--- src/core/srm_pkg.sv ---
package srm_pkg;
  // Clock and slow-clock rate.
  localparam int unsigned CLK_HZ = 20000000;
  localparam int unsigned SLOW_HZ = 32768;
  localparam int unsigned SLOW_DIV = CLK_HZ / SLOW_HZ;
  // Register byte offsets.
  localparam logic [7:0] ADDR_CTRL = 8'h00;
  localparam logic [7:0] ADDR_STATUS = 8'h04;
  localparam logic [7:0] ADDR_MODE = 8'h08;
  localparam logic [7:0] ADDR_CPMODE = 8'h0C;
  // Status register fields.
  localparam int unsigned SR_SEEN_BIT = 0;
  localparam int unsigned SR_CAUSE_LSB = 8;
  localparam int unsigned SR_LEVEL_BIT = 16;
  // Mode register fields and reset values.
  localparam int unsigned MR_URE_BIT = 0;
  localparam int unsigned MR_IRQE_BIT = 4;
  localparam int unsigned MR_LEN_LSB = 8;
  localparam logic MR_URE_RST = 1'b1;
  localparam logic MR_IRQE_RST = 1'b0;
  localparam logic [3:0] MR_LEN_RST = 4'h0;
  // Last reset cause codes.
  localparam logic [2:0] CAUSE_GENERAL = 3'h0;
  localparam logic [2:0] CAUSE_BACKUP = 3'h1;
  localparam logic [2:0] CAUSE_WATCHDOG = 3'h2;
  localparam logic [2:0] CAUSE_USER = 3'h4;
  // Slow-clock counts.
  localparam logic [2:0] PIN_LOW_TICKS = 3'h4;
  localparam logic [1:0] WDT_TICKS = 2'h3;
  localparam logic [1:0] STARTUP_TICKS = 2'h3;
  typedef enum logic [1:0] {
    SRM_GEN,
    SRM_RUN,
    SRM_WDT,
    SRM_USER
  } srm_state_t;
endpackage : srm_pkg

--- src/core/srm_top.sv ---
module srm_top
  import srm_pkg::*;
#(
  parameter int unsigned DIV = SLOW_DIV
) (
  input wire logic clk,
  input wire logic rst_b,
  input wire logic psel,
  input wire logic penable,
  input wire logic pwrite,
  input wire logic [7:0] paddr,
  input wire logic [31:0] pwdata,
  output logic [31:0] prdata,
  output logic pready,
  output logic pslverr,
  input wire logic pin_in,
  output logic pin_out,
  output logic pin_oe,
  input wire logic core_rst_b,
  input wire logic backup_exit,
  input wire logic wdt_fault,
  input wire logic watchdog_reset_enable,
  input wire logic watchdog_processor_only,
  output logic proc_rst_b,
  output logic coproc_rst_b,
  output logic periph_rst_b,
  output logic coproc_periph_rst_b,
  output logic wdt_rst_b,
  output logic user_irq
);

  typedef struct packed {
    logic [15:0] div;
    logic tick;
    logic [2:0] pin_s;
    logic pin_lvl;
    logic [2:0] core_s;
    logic core_lvl;
    logic [2:0] bk_s;
    logic bk_lvl;
    logic bk_seen;
    logic [2:0] low_cnt;
    logic ign;
    logic seen;
    logic irq;
    srm_state_t st;
    logic [1:0] cnt;
    logic wdt_pend;
    logic wdt_full;
    logic [16:0] ext_cnt;
    logic [2:0] cause;
    logic user_reset_enable;
    logic user_reset_irq_enable;
    logic [3:0] pin_assert_length;
    logic proc;
    logic coproc;
    logic periph;
    logic cperiph;
    logic oe;
    logic rdy;
    logic err;
    logic [31:0] rdata;
  } srm_reg_t;

  srm_reg_t r;
  srm_reg_t n;
  logic pin_evt;
  logic rd_sr;
  logic acc;
  logic [16:0] ext_len;

  always_comb begin
    n = r;
    pin_evt = 1'b0;
    acc = psel && penable && r.rdy;
    rd_sr = acc && !pwrite && (paddr == ADDR_STATUS);
    ext_len = 17'h00001 << ({1'b0, r.pin_assert_length} + 5'h01);
    n.tick = 1'b0;
    n.irq = 1'b0;
    if (r.div == 16'(DIV - 1)) begin
      n.div = 16'h0000;
      n.tick = 1'b1;
    end else begin
      n.div = r.div + 16'h0001;
    end

    // Three-stage synchronisers; a level counts once stages two and three
    // agree, which rejects a single metastable sample.
    n.pin_s = {r.pin_s[1:0], pin_in};
    n.core_s = {r.core_s[1:0], core_rst_b};
    n.bk_s = {r.bk_s[1:0], backup_exit};
    if (r.pin_s[1] == r.pin_s[2]) begin
      n.pin_lvl = r.pin_s[2];
    end
    if (r.core_s[1] == r.core_s[2]) begin
      n.core_lvl = r.core_s[2];
    end
    if (r.bk_s[1] == r.bk_s[2]) begin
      n.bk_lvl = r.bk_s[2];
    end

    // Only bits that were returned by the read are cleared, so an assertion
    // landing between setup and access is kept; a new set wins the clear.
    if (rd_sr && r.rdata[SR_SEEN_BIT]) begin
      n.seen = 1'b0;
    end
    if (!r.pin_lvl) begin
      n.seen = 1'b1;
    end

    // A fault with resets disabled leaves no trace at all.
    if (wdt_fault && watchdog_reset_enable) begin
      n.wdt_pend = 1'b1;
    end

    // APB slave: no wait states, registered answer.
    n.rdy = 1'b0;
    n.err = 1'b0;
    if (psel && !penable) begin
      n.rdy = 1'b1;
      n.rdata = 32'h00000000;
      case (paddr)
        ADDR_STATUS: begin
          n.rdata[SR_SEEN_BIT] = r.seen;
          n.rdata[SR_CAUSE_LSB +: 3] = r.cause;
          n.rdata[SR_LEVEL_BIT] = r.pin_lvl;
        end
        ADDR_MODE: begin
          n.rdata[MR_URE_BIT] = r.user_reset_enable;
          n.rdata[MR_IRQE_BIT] = r.user_reset_irq_enable;
          n.rdata[MR_LEN_LSB +: 4] = r.pin_assert_length;
        end
        ADDR_CTRL, ADDR_CPMODE: begin
          n.rdata = 32'h00000000;
        end
        default: begin
          n.err = 1'b1;
        end
      endcase
    end
    // The mode register is only cleared by rst_b, the backup-domain reset,
    // never by the core supply or any reset this block produces.
    if (acc && pwrite && (paddr == ADDR_MODE)) begin
      n.user_reset_enable = pwdata[MR_URE_BIT];
      n.user_reset_irq_enable = pwdata[MR_IRQE_BIT];
      n.pin_assert_length = pwdata[MR_LEN_LSB +: 4];
    end

    if (r.tick) begin
      // Pin sampler; lows caused by our own drive are ignored until the
      // pin is seen high again. The ignore flag must be up before the
      // synchronised low reaches a tick, so DIV may not be above four.
      n.ign = r.oe || (r.ign && !r.pin_lvl);
      if (r.pin_lvl || r.ign) begin
        n.low_cnt = 3'h0;
      end else if (r.low_cnt != PIN_LOW_TICKS) begin
        n.low_cnt = r.low_cnt + 3'h1;
        pin_evt = (r.low_cnt == PIN_LOW_TICKS - 3'h1);
      end

      if (r.ext_cnt != 17'h00000) begin
        n.ext_cnt = r.ext_cnt - 17'h00001;
      end

      case (r.st)
        SRM_GEN: begin
          if (r.bk_lvl) begin
            n.bk_seen = 1'b1;
          end
          if (r.core_lvl) begin
            n.proc = 1'b1;
            n.coproc = 1'b1;
            n.periph = 1'b1;
            n.cperiph = 1'b1;
            n.cause = r.bk_seen ? CAUSE_BACKUP : CAUSE_GENERAL;
            n.ext_cnt = ext_len;
            n.bk_seen = 1'b0;
            n.wdt_pend = 1'b0;
            n.st = SRM_RUN;
          end
        end
        SRM_RUN: begin
          if (r.wdt_pend) begin
            n.wdt_pend = 1'b0;
            n.wdt_full = !watchdog_processor_only;
            n.proc = 1'b0;
            n.cnt = 2'h0;
            if (!watchdog_processor_only) begin
              n.periph = 1'b0;
              n.ext_cnt = ext_len;
            end
            n.st = SRM_WDT;
          end else if (pin_evt && r.user_reset_irq_enable) begin
            n.irq = 1'b1;
          end else if (pin_evt && r.user_reset_enable) begin
            n.proc = 1'b0;
            n.coproc = 1'b0;
            n.periph = 1'b0;
            n.cperiph = 1'b0;
            n.cnt = 2'h0;
            n.st = SRM_USER;
          end
        end
        SRM_WDT: begin
          // A fault arriving here stays pending and restarts the watchdog
          // reset once the processor runs again.
          n.cnt = r.cnt + 2'h1;
          if (r.cnt == WDT_TICKS - 2'h1) begin
            n.proc = 1'b1;
            if (r.wdt_full) begin
              n.periph = 1'b1;
            end
            n.cause = CAUSE_WATCHDOG;
            n.st = SRM_RUN;
          end
        end
        SRM_USER: begin
          // A watchdog fault arriving while the processor is held here is dropped.
          n.wdt_pend = 1'b0;
          if (!r.pin_lvl) begin
            n.cnt = 2'h0;
          end else if (r.cnt == STARTUP_TICKS - 2'h1) begin
            n.proc = 1'b1;
            n.coproc = 1'b1;
            n.periph = 1'b1;
            n.cperiph = 1'b1;
            n.cause = CAUSE_USER;
            n.st = SRM_RUN;
          end else begin
            n.cnt = r.cnt + 2'h1;
          end
        end
        default: begin
          n.st = SRM_GEN;
        end
      endcase

      // Supply reset outranks every other source.
      if (!r.core_lvl) begin
        n.proc = 1'b0;
        n.coproc = 1'b0;
        n.periph = 1'b0;
        n.cperiph = 1'b0;
        n.ext_cnt = 17'h00000;
        n.st = SRM_GEN;
        if (r.bk_lvl) begin
          n.bk_seen = 1'b1;
        end
      end
      n.oe = (n.ext_cnt != 17'h00000);
    end
  end

  always_ff @(posedge clk or negedge rst_b) begin
    if (!rst_b) begin
      r <= '0;
      r.pin_s <= 3'h7;
      r.pin_lvl <= 1'b1;
      r.st <= SRM_GEN;
      r.user_reset_enable <= MR_URE_RST;
      r.user_reset_irq_enable <= MR_IRQE_RST;
      r.pin_assert_length <= MR_LEN_RST;
      r.cause <= CAUSE_GENERAL;
    end else begin
      r <= n;
    end
  end

  assign prdata = r.rdata;
  assign pready = r.rdy;
  assign pslverr = r.err;
  // Open drain: only the enable moves, the driven level is always low.
  assign pin_out = 1'b0;
  assign pin_oe = r.oe;
  assign proc_rst_b = r.proc;
  assign coproc_rst_b = r.coproc;
  assign periph_rst_b = r.periph;
  assign coproc_periph_rst_b = r.cperiph;
  assign wdt_rst_b = r.proc;
  assign user_irq = r.irq;

endmodule : srm_top

--- config.mk ---
export PLATFORM = sky130hd
export DESIGN_NAME = srm_top
export DESIGN_NICKNAME = d
export VERILOG_FILES = /design/src/core/srm_pkg.sv /design/src/core/srm_top.sv
export SDC_FILE = /design/constraint.sdc
export NUM_CORES = 1
export LEC_CHECK = 0
export BUFFER_PORTS_ARGS = -buffer_cell sky130_fd_sc_hd__buf_2
export CAP_MARGIN = 20
export CORE_ASPECT_RATIO = 1.1
export CORE_UTILIZATION = 45
export CTS_CLUSTER_SIZE = 30
export DETAILED_ROUTE_END_ITERATION = 10
export PLACE_DENSITY = 0.78
export SYNTH_ARGS = -nofsm -noshare
export SYNTH_HDL_FRONTEND = slang
export SYNTH_SLANG_ARGS = --single-unit
--- constraint.sdc ---
create_clock -name clk -period 6.3 [get_ports clk]
set_input_delay 0.315 -clock clk [delete_from_list [all_inputs] [get_ports clk]]
set_output_delay 0.315 -clock clk [all_outputs]
set_load 0.02 [all_outputs]
==> results.cfg, run 1 <==
[detailed_routing]
wl_mm = 9.03
drc = 0
initialDrtViolationCount = 246
ant_nets = 0
routedWlPerCell_um = 14.6
num_vias = 3447
vias_per_cell = 5.57
first_pass_iters = 5

[sta]
setup_viol = 0
fin_skew_ns = 0.0125
tightest_slew_ns = 0.880
hold_viol = 0
relSlewSlack = 0.411
setup_ws_ns = 3.40
clock.fmax_mhz = 345
period_minus_slack_ns = 2.90
grt_setup_unrepaired = no
tns_ns = 0
fin_crit_sh = 0.461
finalMaxSlewViolations = 0
holdWs_ns = 0.0568

[pwr]
power_uw = 964
p_sw_uw = 248
pwr-share-clk = 0.375
p_per_area_nw_per_um2 = 201
p_leak_nw = 2.15
power_frac_seq = 0.558
ir_worst_vdd_uv = 149
p_sw_frac = 0.257
combPwrFrac = 0.067
internal_power_uw = 716

[cells_and_area]
final_common_cell = dfrtp_1
multi_input_area_um2 = 2100
register_area_um2 = 2030
diodes = 0
nets = 556
filler_cell_count = 862
drive_gt1_frac = 0.171
mostFrequentLayoutCells = dfrtp_1, buf_2, nand2_1, a21oi_1, nor2_1
final_util = 0.506
area_growth_pct = 7.57
finalNonFillerCells = 619
final_area_um2 = 4800

[die]
std_cell_rows = 37
core-area_um2 = 9490
die_h_um = 106
die_width_um = 97.0
ioPinCount = 93
initial_core_util = 0.470
die-area_um2 = 10300

[placed_design]
dpl_cell_area_um2 = 4580
dp_cells = 601
dpl.hpwl_mm = 6.36
pre_cts_ws_ns = 3.49
numPortBuffers = 40
gp_congestion = 0.910

[global_routing]
grtUsageTotal = 0.179
antenna_found_initial = 0
grt_pass1_wl_mm = 15.1
grt_pass1_vias = 3204
grt_max_degree = 82
grt_overflow = 0

[synthesis]
synth_edf_count = 0
synthCells = 472
yosys_warnings = 0
ys_ff_latch = 81
ys_types = 59
async_flop_share = 1.00
ys.flop_type = dfrtp_1
yosysSeqAreaShare = 0.456
avgSynthCellArea_um2 = 9.46
syn_area_um2 = 4460

[clocking]
root_buffer = clkbuf_8
clock_sinks = 81
clkTransAtPathRegs_ns = 0.08
cts_made_buffers = 9
clockBufferDepth = 2
post_cts_buffers = 0
cts_tree = done
clk_latency_ns = 0.35
cts_max_level = 3

[critical_path]
cp.required_ns = 6.51
cp-start-kind = flop
regToRegSetupSlack_ns = 3.40
critPathCaptureType = flop
worst_ep_arrival_time_ns = 3.11
critPathMaxFanout = 12
crit_type = reg2reg

[min_path]
min_path_type = in2reg

[run_status]
status = finished clean

[run]
max_cap_viol_count = 0
-- path summary, 6_finish.rpt --
kind,start,endpoint,cells past startpoint
setup / recovery,r[51],pin_oe,7
hold / removal,pin_in,n[88],1
setup reg to reg,r[51],pin_oe,7
hold reg to reg,n[84],n[85],0
max in group asynchronous,rst_b,r[89],3
min in group asynchronous,rst_b,user_irq,2
-- critical path: stages, from the launching register on --
cell     delay (ns)
dfrtp_1        0.45
or4_4          0.61
nor4_4         0.58
and2_1         0.31
or3_1          0.14
a31oi_1        0.11
nor4_1         0.44
a31oi_1        0.14
-- kinds of logic after synthesis --
logic type	count (synthesis)	share of synthesized area
AND/OR/NAND/NOR	165	0.196
AO/OA/AOI/OAI	99	0.140
flip-flops	81	0.456
buffers and inverters	77	0.0950
XOR/XNOR	20	0.0392
multiplexers	18	0.0443
adder cells (fa/ha/maj)	11	0.0292
other	1	0.000840
-- synth_stat cells (3+ instances only) --
cell type | instances | area, um2
a21o_1 | 3 | 22.5
a21oi_1 | 35 | 175
a22oi_1 | 4 | 30.0
a31oi_1 | 8 | 50.1
and2_1 | 5 | 31.3
and3_1 | 7 | 43.8
buf_4 | 36 | 270
clkbuf_1 | 16 | 60.1
dfrtp_1 | 76 | 1900
dfstp_2 | 5 | 131
ha_1 | 8 | 100
inv_1 | 23 | 86.3
maj3_1 | 3 | 30.0
mux2_2 | 14 | 158
mux2i_1 | 4 | 40.0
nand2_1 | 35 | 131
nand2b_1 | 7 | 43.8
nand3_1 | 19 | 95.1
nand4_1 | 6 | 37.5
nor2_1 | 34 | 128
nor2b_1 | 5 | 31.3
nor3_1 | 13 | 65.1
nor3b_1 | 5 | 37.5
nor4_1 | 6 | 37.5
o21ai_0 | 18 | 90.1
o22ai_1 | 4 | 25.0
o31ai_1 | 6 | 45.0
or3_1 | 6 | 37.5
or4_1 | 3 | 22.5
xnor2_1 | 13 | 114
xor2_1 | 7 | 61.3
-- state kept, by name, indices dropped and copies added, names as in the netlist --
signal / flops
periph_rst_b: 1
pin_oe: 1
n: 6
r: 61
proc_rst_b: 1
pready: 1
coproc_rst_b: 1
prdata: 7
pslverr: 1
user_irq: 1
-- cell type report --
class / instances / share of cell area
Clock inverter: 5 / 0.00756
Inverter: 23 / 0.0180
Tap cell: 117 / 0.0305
Multi-Input combinational cell: 339 / 0.437
Timing Repair Buffer: 43 / 0.0516
Clock buffer: 11 / 0.0315
Sequential cell: 81 / 0.424
-- repair_timing --
item	in CTS	in global routing
hold buffers	0	1
hold endpoints to repair	0	7
resized for setup	0	0
-- power by group through the flow --
| stage | Clock [mW] | Combinational [mW] | Sequential, mW |
|---|---|---|---|
| 5_1_grt | 0.390 | 0.0725 | 0.539 |
| 4_1_cts | 0.374 | 0.0631 | 0.538 |
| 2_1_floorplan | 0 | 0.0562 | 0.544 |
| 6_report | 0.361 | 0.0650 | 0.538 |
| 3_5_place_dp | 0 | 0.0629 | 0.548 |
| 3_3_place_gp | 0 | 0.0623 | 0.548 |
-- metal layers --
metal / global-route usage / up-vias / routed length (um)
met1: 0.246 / 1644 / 4210
met3: 0.0322 / 26 / 412
met4: 0.0757 / 0 / 230
li1: - / 1663 / -
met2: 0.280 / 114 / 4170
met5: 0 / - / 0
No activity file was read; power rests on OpenSTA's default activity.
==> run 2, diff against run 1 <==
- PLACE_DENSITY: 0.78 -> 0.8
- clock period: 6.3 -> 2.35 ns (I/O delays scaled with it)
==> results.cfg, run 2 (synthesized netlist as in run 1, its figures left out) <==
[die]
die-area_um2 = 10300
core-area_um2 = 9490
die_width_um = 97.0
initial_core_util = 0.470
ioPinCount = 93
std_cell_rows = 37
die_h_um = 106

[cells_and_area]
largest_register_ffs = 61
drive_gt1_frac = 0.294
final_common_cell = dfrtp_1
area_growth_pct = 23.0
final_util = 0.579
finalNonFillerCells = 674
mostFrequentLayoutCells = dfrtp_1, buf_4, buf_2
final_area_um2 = 5490
diodes = 0
top_register = r
nets = 611

[global_routing]
grt_overflow = 0
grt_pass1_wl_mm = 17.9
antenna_found_initial = 0
grtUsageTotal = 0.217
grt_max_degree = 82
grt_pass1_vias = 3717

[run_status]
status = finished, violations left
violations = setup timing

[clocking]
cts_made_buffers = 9
root_buffer = clkbuf_8
clock_sinks = 81
cts_tree = done
cts_max_level = 3
clkTransAtPathRegs_ns = 0.09
clockBufferDepth = 2
clk_latency_ns = 0.37

[critical_path]
regToRegSetupSlack_ns = -0.13
r2r_start = r[52]
worst_ep_arrival_time_ns = 2.73
rr_worst_depth = 9
cp-start-kind = flop
crit_type = reg2reg
cp.required_ns = 2.60
worst_r2r_endpoint = pin_oe
critPathCaptureType = flop
critPathMaxFanout = 6

[placed_design]
dpl_cell_area_um2 = 4880
gp_congestion = 0.955
pre_cts_ws_ns = -0.171
numPortBuffers = 40
dp_cells = 642
dpl.hpwl_mm = 7.46

[sta]
setup_viol = 6
relSlewSlack = 0.412
period_minus_slack_ns = 2.48
fin_crit_sh = 1.06
tightest_slew_ns = 0.881
setup_ws_ns = -0.130
grt_setup_unrepaired = yes
fin_skew_ns = 0.0111
holdWs_ns = 0.00476
clock.fmax_mhz = 403
tns_ns = -0.482
finalMaxSlewViolations = 0
hold_viol = 0

[min_path]
worstHoldPathCells = 2
hp-start = watchdog_processor_only
hold_end = r[65]
min_path_type = in2reg

[detailed_routing]
num_vias = 3888
ant_nets = 0
vias_per_cell = 5.77
initialDrtViolationCount = 255
routedWlPerCell_um = 16.5
wl_mm = 11.2
first_pass_iters = 5
drc = 0

[run]
max_cap_viol_count = 0

[pwr]
internal_power_mw = 1.92
ir_worst_vdd_uv = 434
p_per_area_nw_per_um2 = 480
power_frac_seq = 0.545
p_sw_frac = 0.270
power_mw = 2.64
p_sw_uw = 713
p_leak_nw = 2.49
pwr-share-clk = 0.372
combPwrFrac = 0.083
[run 2: power by group through the flow]
stage                     combinational, mW  sequential, mW  clock (mW)
after floorplan                       0.151            1.46           0
after global placement                0.187            1.46           0
after detailed placement              0.191            1.46           0
after CTS                             0.208            1.44        1.00
after global routing                  0.242            1.44        1.05
final                                 0.220            1.44       0.980
[run 2: area by class of cell]
cell class,count,area [um2]
clock inverter,6,50.0
clock buffer,10,138
inverter,23,86.3
timing repair buffer,98,702
multi-input combinational,339,2340
tap,117,146
fill,770,4000
sequential,81,2030
[run 2: how the worst max path moves through the flow]
stage                     startpoint     end  slack [ns]  cells past startpoint
after CTS                      r[59]  pin_oe     -0.0008                      9
after floorplan                r[51]  pin_oe        0.08                      7
after detailed placement       r[51]  pin_oe       -0.17                      7
final                          r[52]  pin_oe       -0.13                      9
after global routing           r[52]  pin_oe       -0.17                      9
after global placement         r[57]  pin_oe       -0.11                      8
[run 2: critical path: stages (launching register included)]
cell and delay, ns:
dfrtp_1 0.39, or4_4 0.58, nor4_4 0.30, buf_6 0.19, buf_6 0.10, a31oi_1 0.09, a2bb2oi_2 0.17, o21bai_4 0.19
nor4_2 0.24, a31oi_1 0.11
[run 2: routing by layer]
layer / vias to the layer above / track usage / wire [um]
met5: - / 0 / 0
met4: 0 / 0.107 / 481
met1: 1902 / 0.265 / 4560
li1: 1775 / - / -
met2: 158 / 0.361 / 5510
met3: 53 / 0.0500 / 596
[run 2: timing repair]
| item | CTS | global route |
|---|---|---|
| pin swaps | 16 | 19 |
| buffers inserted | 3 | 2 |
| endpoints found under the hold margin | 85 | 0 |
| hold buffers | 10 | 0 |
| resized for setup | 18 | 30 |
| setup endpoints to repair | 6 | 8 |
==> run 3, diff against run 2 <==
- CELL_PAD_IN_SITES_DETAIL_PLACEMENT: default -> 0
- CELL_PAD_IN_SITES_GLOBAL_PLACEMENT: default -> 2
- CORE_UTILIZATION: 45 -> 30
- PLACE_DENSITY: 0.8 -> 0.86
==> results.cfg, run 3 (synthesized netlist as in run 1, its figures left out) <==
[run_status]
status = finished, violations left
violations = setup timing

[detailed_routing]
num_vias = 3713
routedWlPerCell_um = 14.8
initialDrtViolationCount = 190
ant_nets = 0
first_pass_iters = 4
drc = 0
vias_per_cell = 4.96
wl_mm = 11.1

[sta]
relSlewSlack = 0.622
holdWs_ns = 0.00826
tightest_slew_ns = 0.561
tns_ns = -0.105
fin_skew_ns = 0.00380
clock.fmax_mhz = 414
fin_crit_sh = 1.03
setup_viol = 2
period_minus_slack_ns = 2.42
setup_ws_ns = -0.0682
finalMaxSlewViolations = 0
hold_viol = 0
grt_setup_unrepaired = yes

[min_path]
hp-start = pwdata[11]
min_path_type = in2reg
hold_end = r[42]
worstHoldPathCells = 2

[critical_path]
worst_r2r_endpoint = pin_oe
cp.required_ns = 2.56
regToRegSetupSlack_ns = -0.07
r2r_start = r[53]
crit_chain = or4_4, nor4_4, buf_4, nand2_2, buf_4, a21oi_4, o21bai_4, nor4_2, a31oi_1
path_common_cell = buf_4
critPathMaxFanout = 5
rr_worst_depth = 9
cp_slowest_cell = or4_4
cp-startpoint = r[53]
crit_type = reg2reg
cp-start-kind = flop
worst_ep_arrival_time_ns = 2.63
critPathCaptureType = flop
slowest_delay_ns = 0.58

[placed_design]
dpl.hpwl_mm = 7.95
dpl_cell_area_um2 = 5010
numPortBuffers = 40
pre_cts_ws_ns = -0.166
dp_cells = 720
gp_congestion = 0.856

[cells_and_area]
final_util = 0.387
largest_register_ffs = 61
top_register = r
finalNonFillerCells = 748
mostFrequentLayoutCells = dfrtp_1, buf_4, buf_2
drive_gt1_frac = 0.281
final_common_cell = dfrtp_1
nets = 610
final_area_um2 = 5590
area_growth_pct = 25.3
diodes = 0

[pwr]
power_mw = 3.20
p_leak_nw = 2.51
p_per_area_nw_per_um2 = 573
ir_worst_vdd_uv = 436

[run]
max_cap_viol_count = 0

[clocking]
cts_tree = done
cts_max_level = 3
root_buffer = clkbuf_16
clkTransAtPathRegs_ns = 0.06
clockBufferDepth = 2
cts_made_buffers = 9
clock_sinks = 81
clk_latency_ns = 0.34

[global_routing]
grtUsageTotal = 0.152
grt_overflow = 0
grt_pass1_vias = 3702
grt_pass1_wl_mm = 18.5
grt_max_degree = 43
antenna_found_initial = 0

[die]
die_h_um = 130
ioPinCount = 93
die-area_um2 = 15400
die_width_um = 118
initial_core_util = 0.309
std_cell_rows = 46
core-area_um2 = 14400
run 3: final cells by class:
cell class	count	area (um2)
inverter	23	86.3
timing repair buffer	97	663
clock inverter	4	73.8
tap	192	240
multi-input combinational	339	2240
clock buffer	12	256
sequential	81	2030
fill	1407	8860
run 3: repair_timing:
action	CTS	global route
pin swaps	13	11
resized for setup	18	10
setup buffers	5	2
hold buffers	5	0
endpoints found under the setup margin	3	7
hold endpoints to repair	44	0
run 3: power breakdown:
part / leakage, nW / switching, mW / internal [mW]
sequential: 1.01 / 0.0121 / 1.42
clock: 0.163 / 0.566 / 0.991
combinational: 1.34 / 0.144 / 0.0667
total: 2.51 / 0.722 / 2.48
run 3: worst max-delay path: cells and delay by family, from the launching register on:
kind	cells	cell delay, ns
AND/OR/NAND/NOR	4	1.16
flip-flops	1	0.38
AO/OA/AOI/OAI	3	0.39
buffers and inverters	2	0.35
run 3: worst max-delay path by stage:
stage / depth (start not counted) / slack [ns] / to
after detailed placement: 8 / -0.17 / pin_oe
after global routing: 9 / -0.15 / pin_oe
after CTS: 9 / -0.03 / pin_oe
after global placement: 9 / -0.12 / pin_oe
after floorplan: 7 / 0.08 / pin_oe
final: 9 / -0.07 / pin_oe
run 3: routing by layer:
metal	wire length, um	vias to the layer above	global-route usage	share of wire
li1	-	1772	-	-
met1	4920	1800	0.191	0.44
met2	5400	117	0.262	0.49
met3	446	24	0.0184	0.040
met4	299	0	0.0739	0.027
met5	0	-	0	0
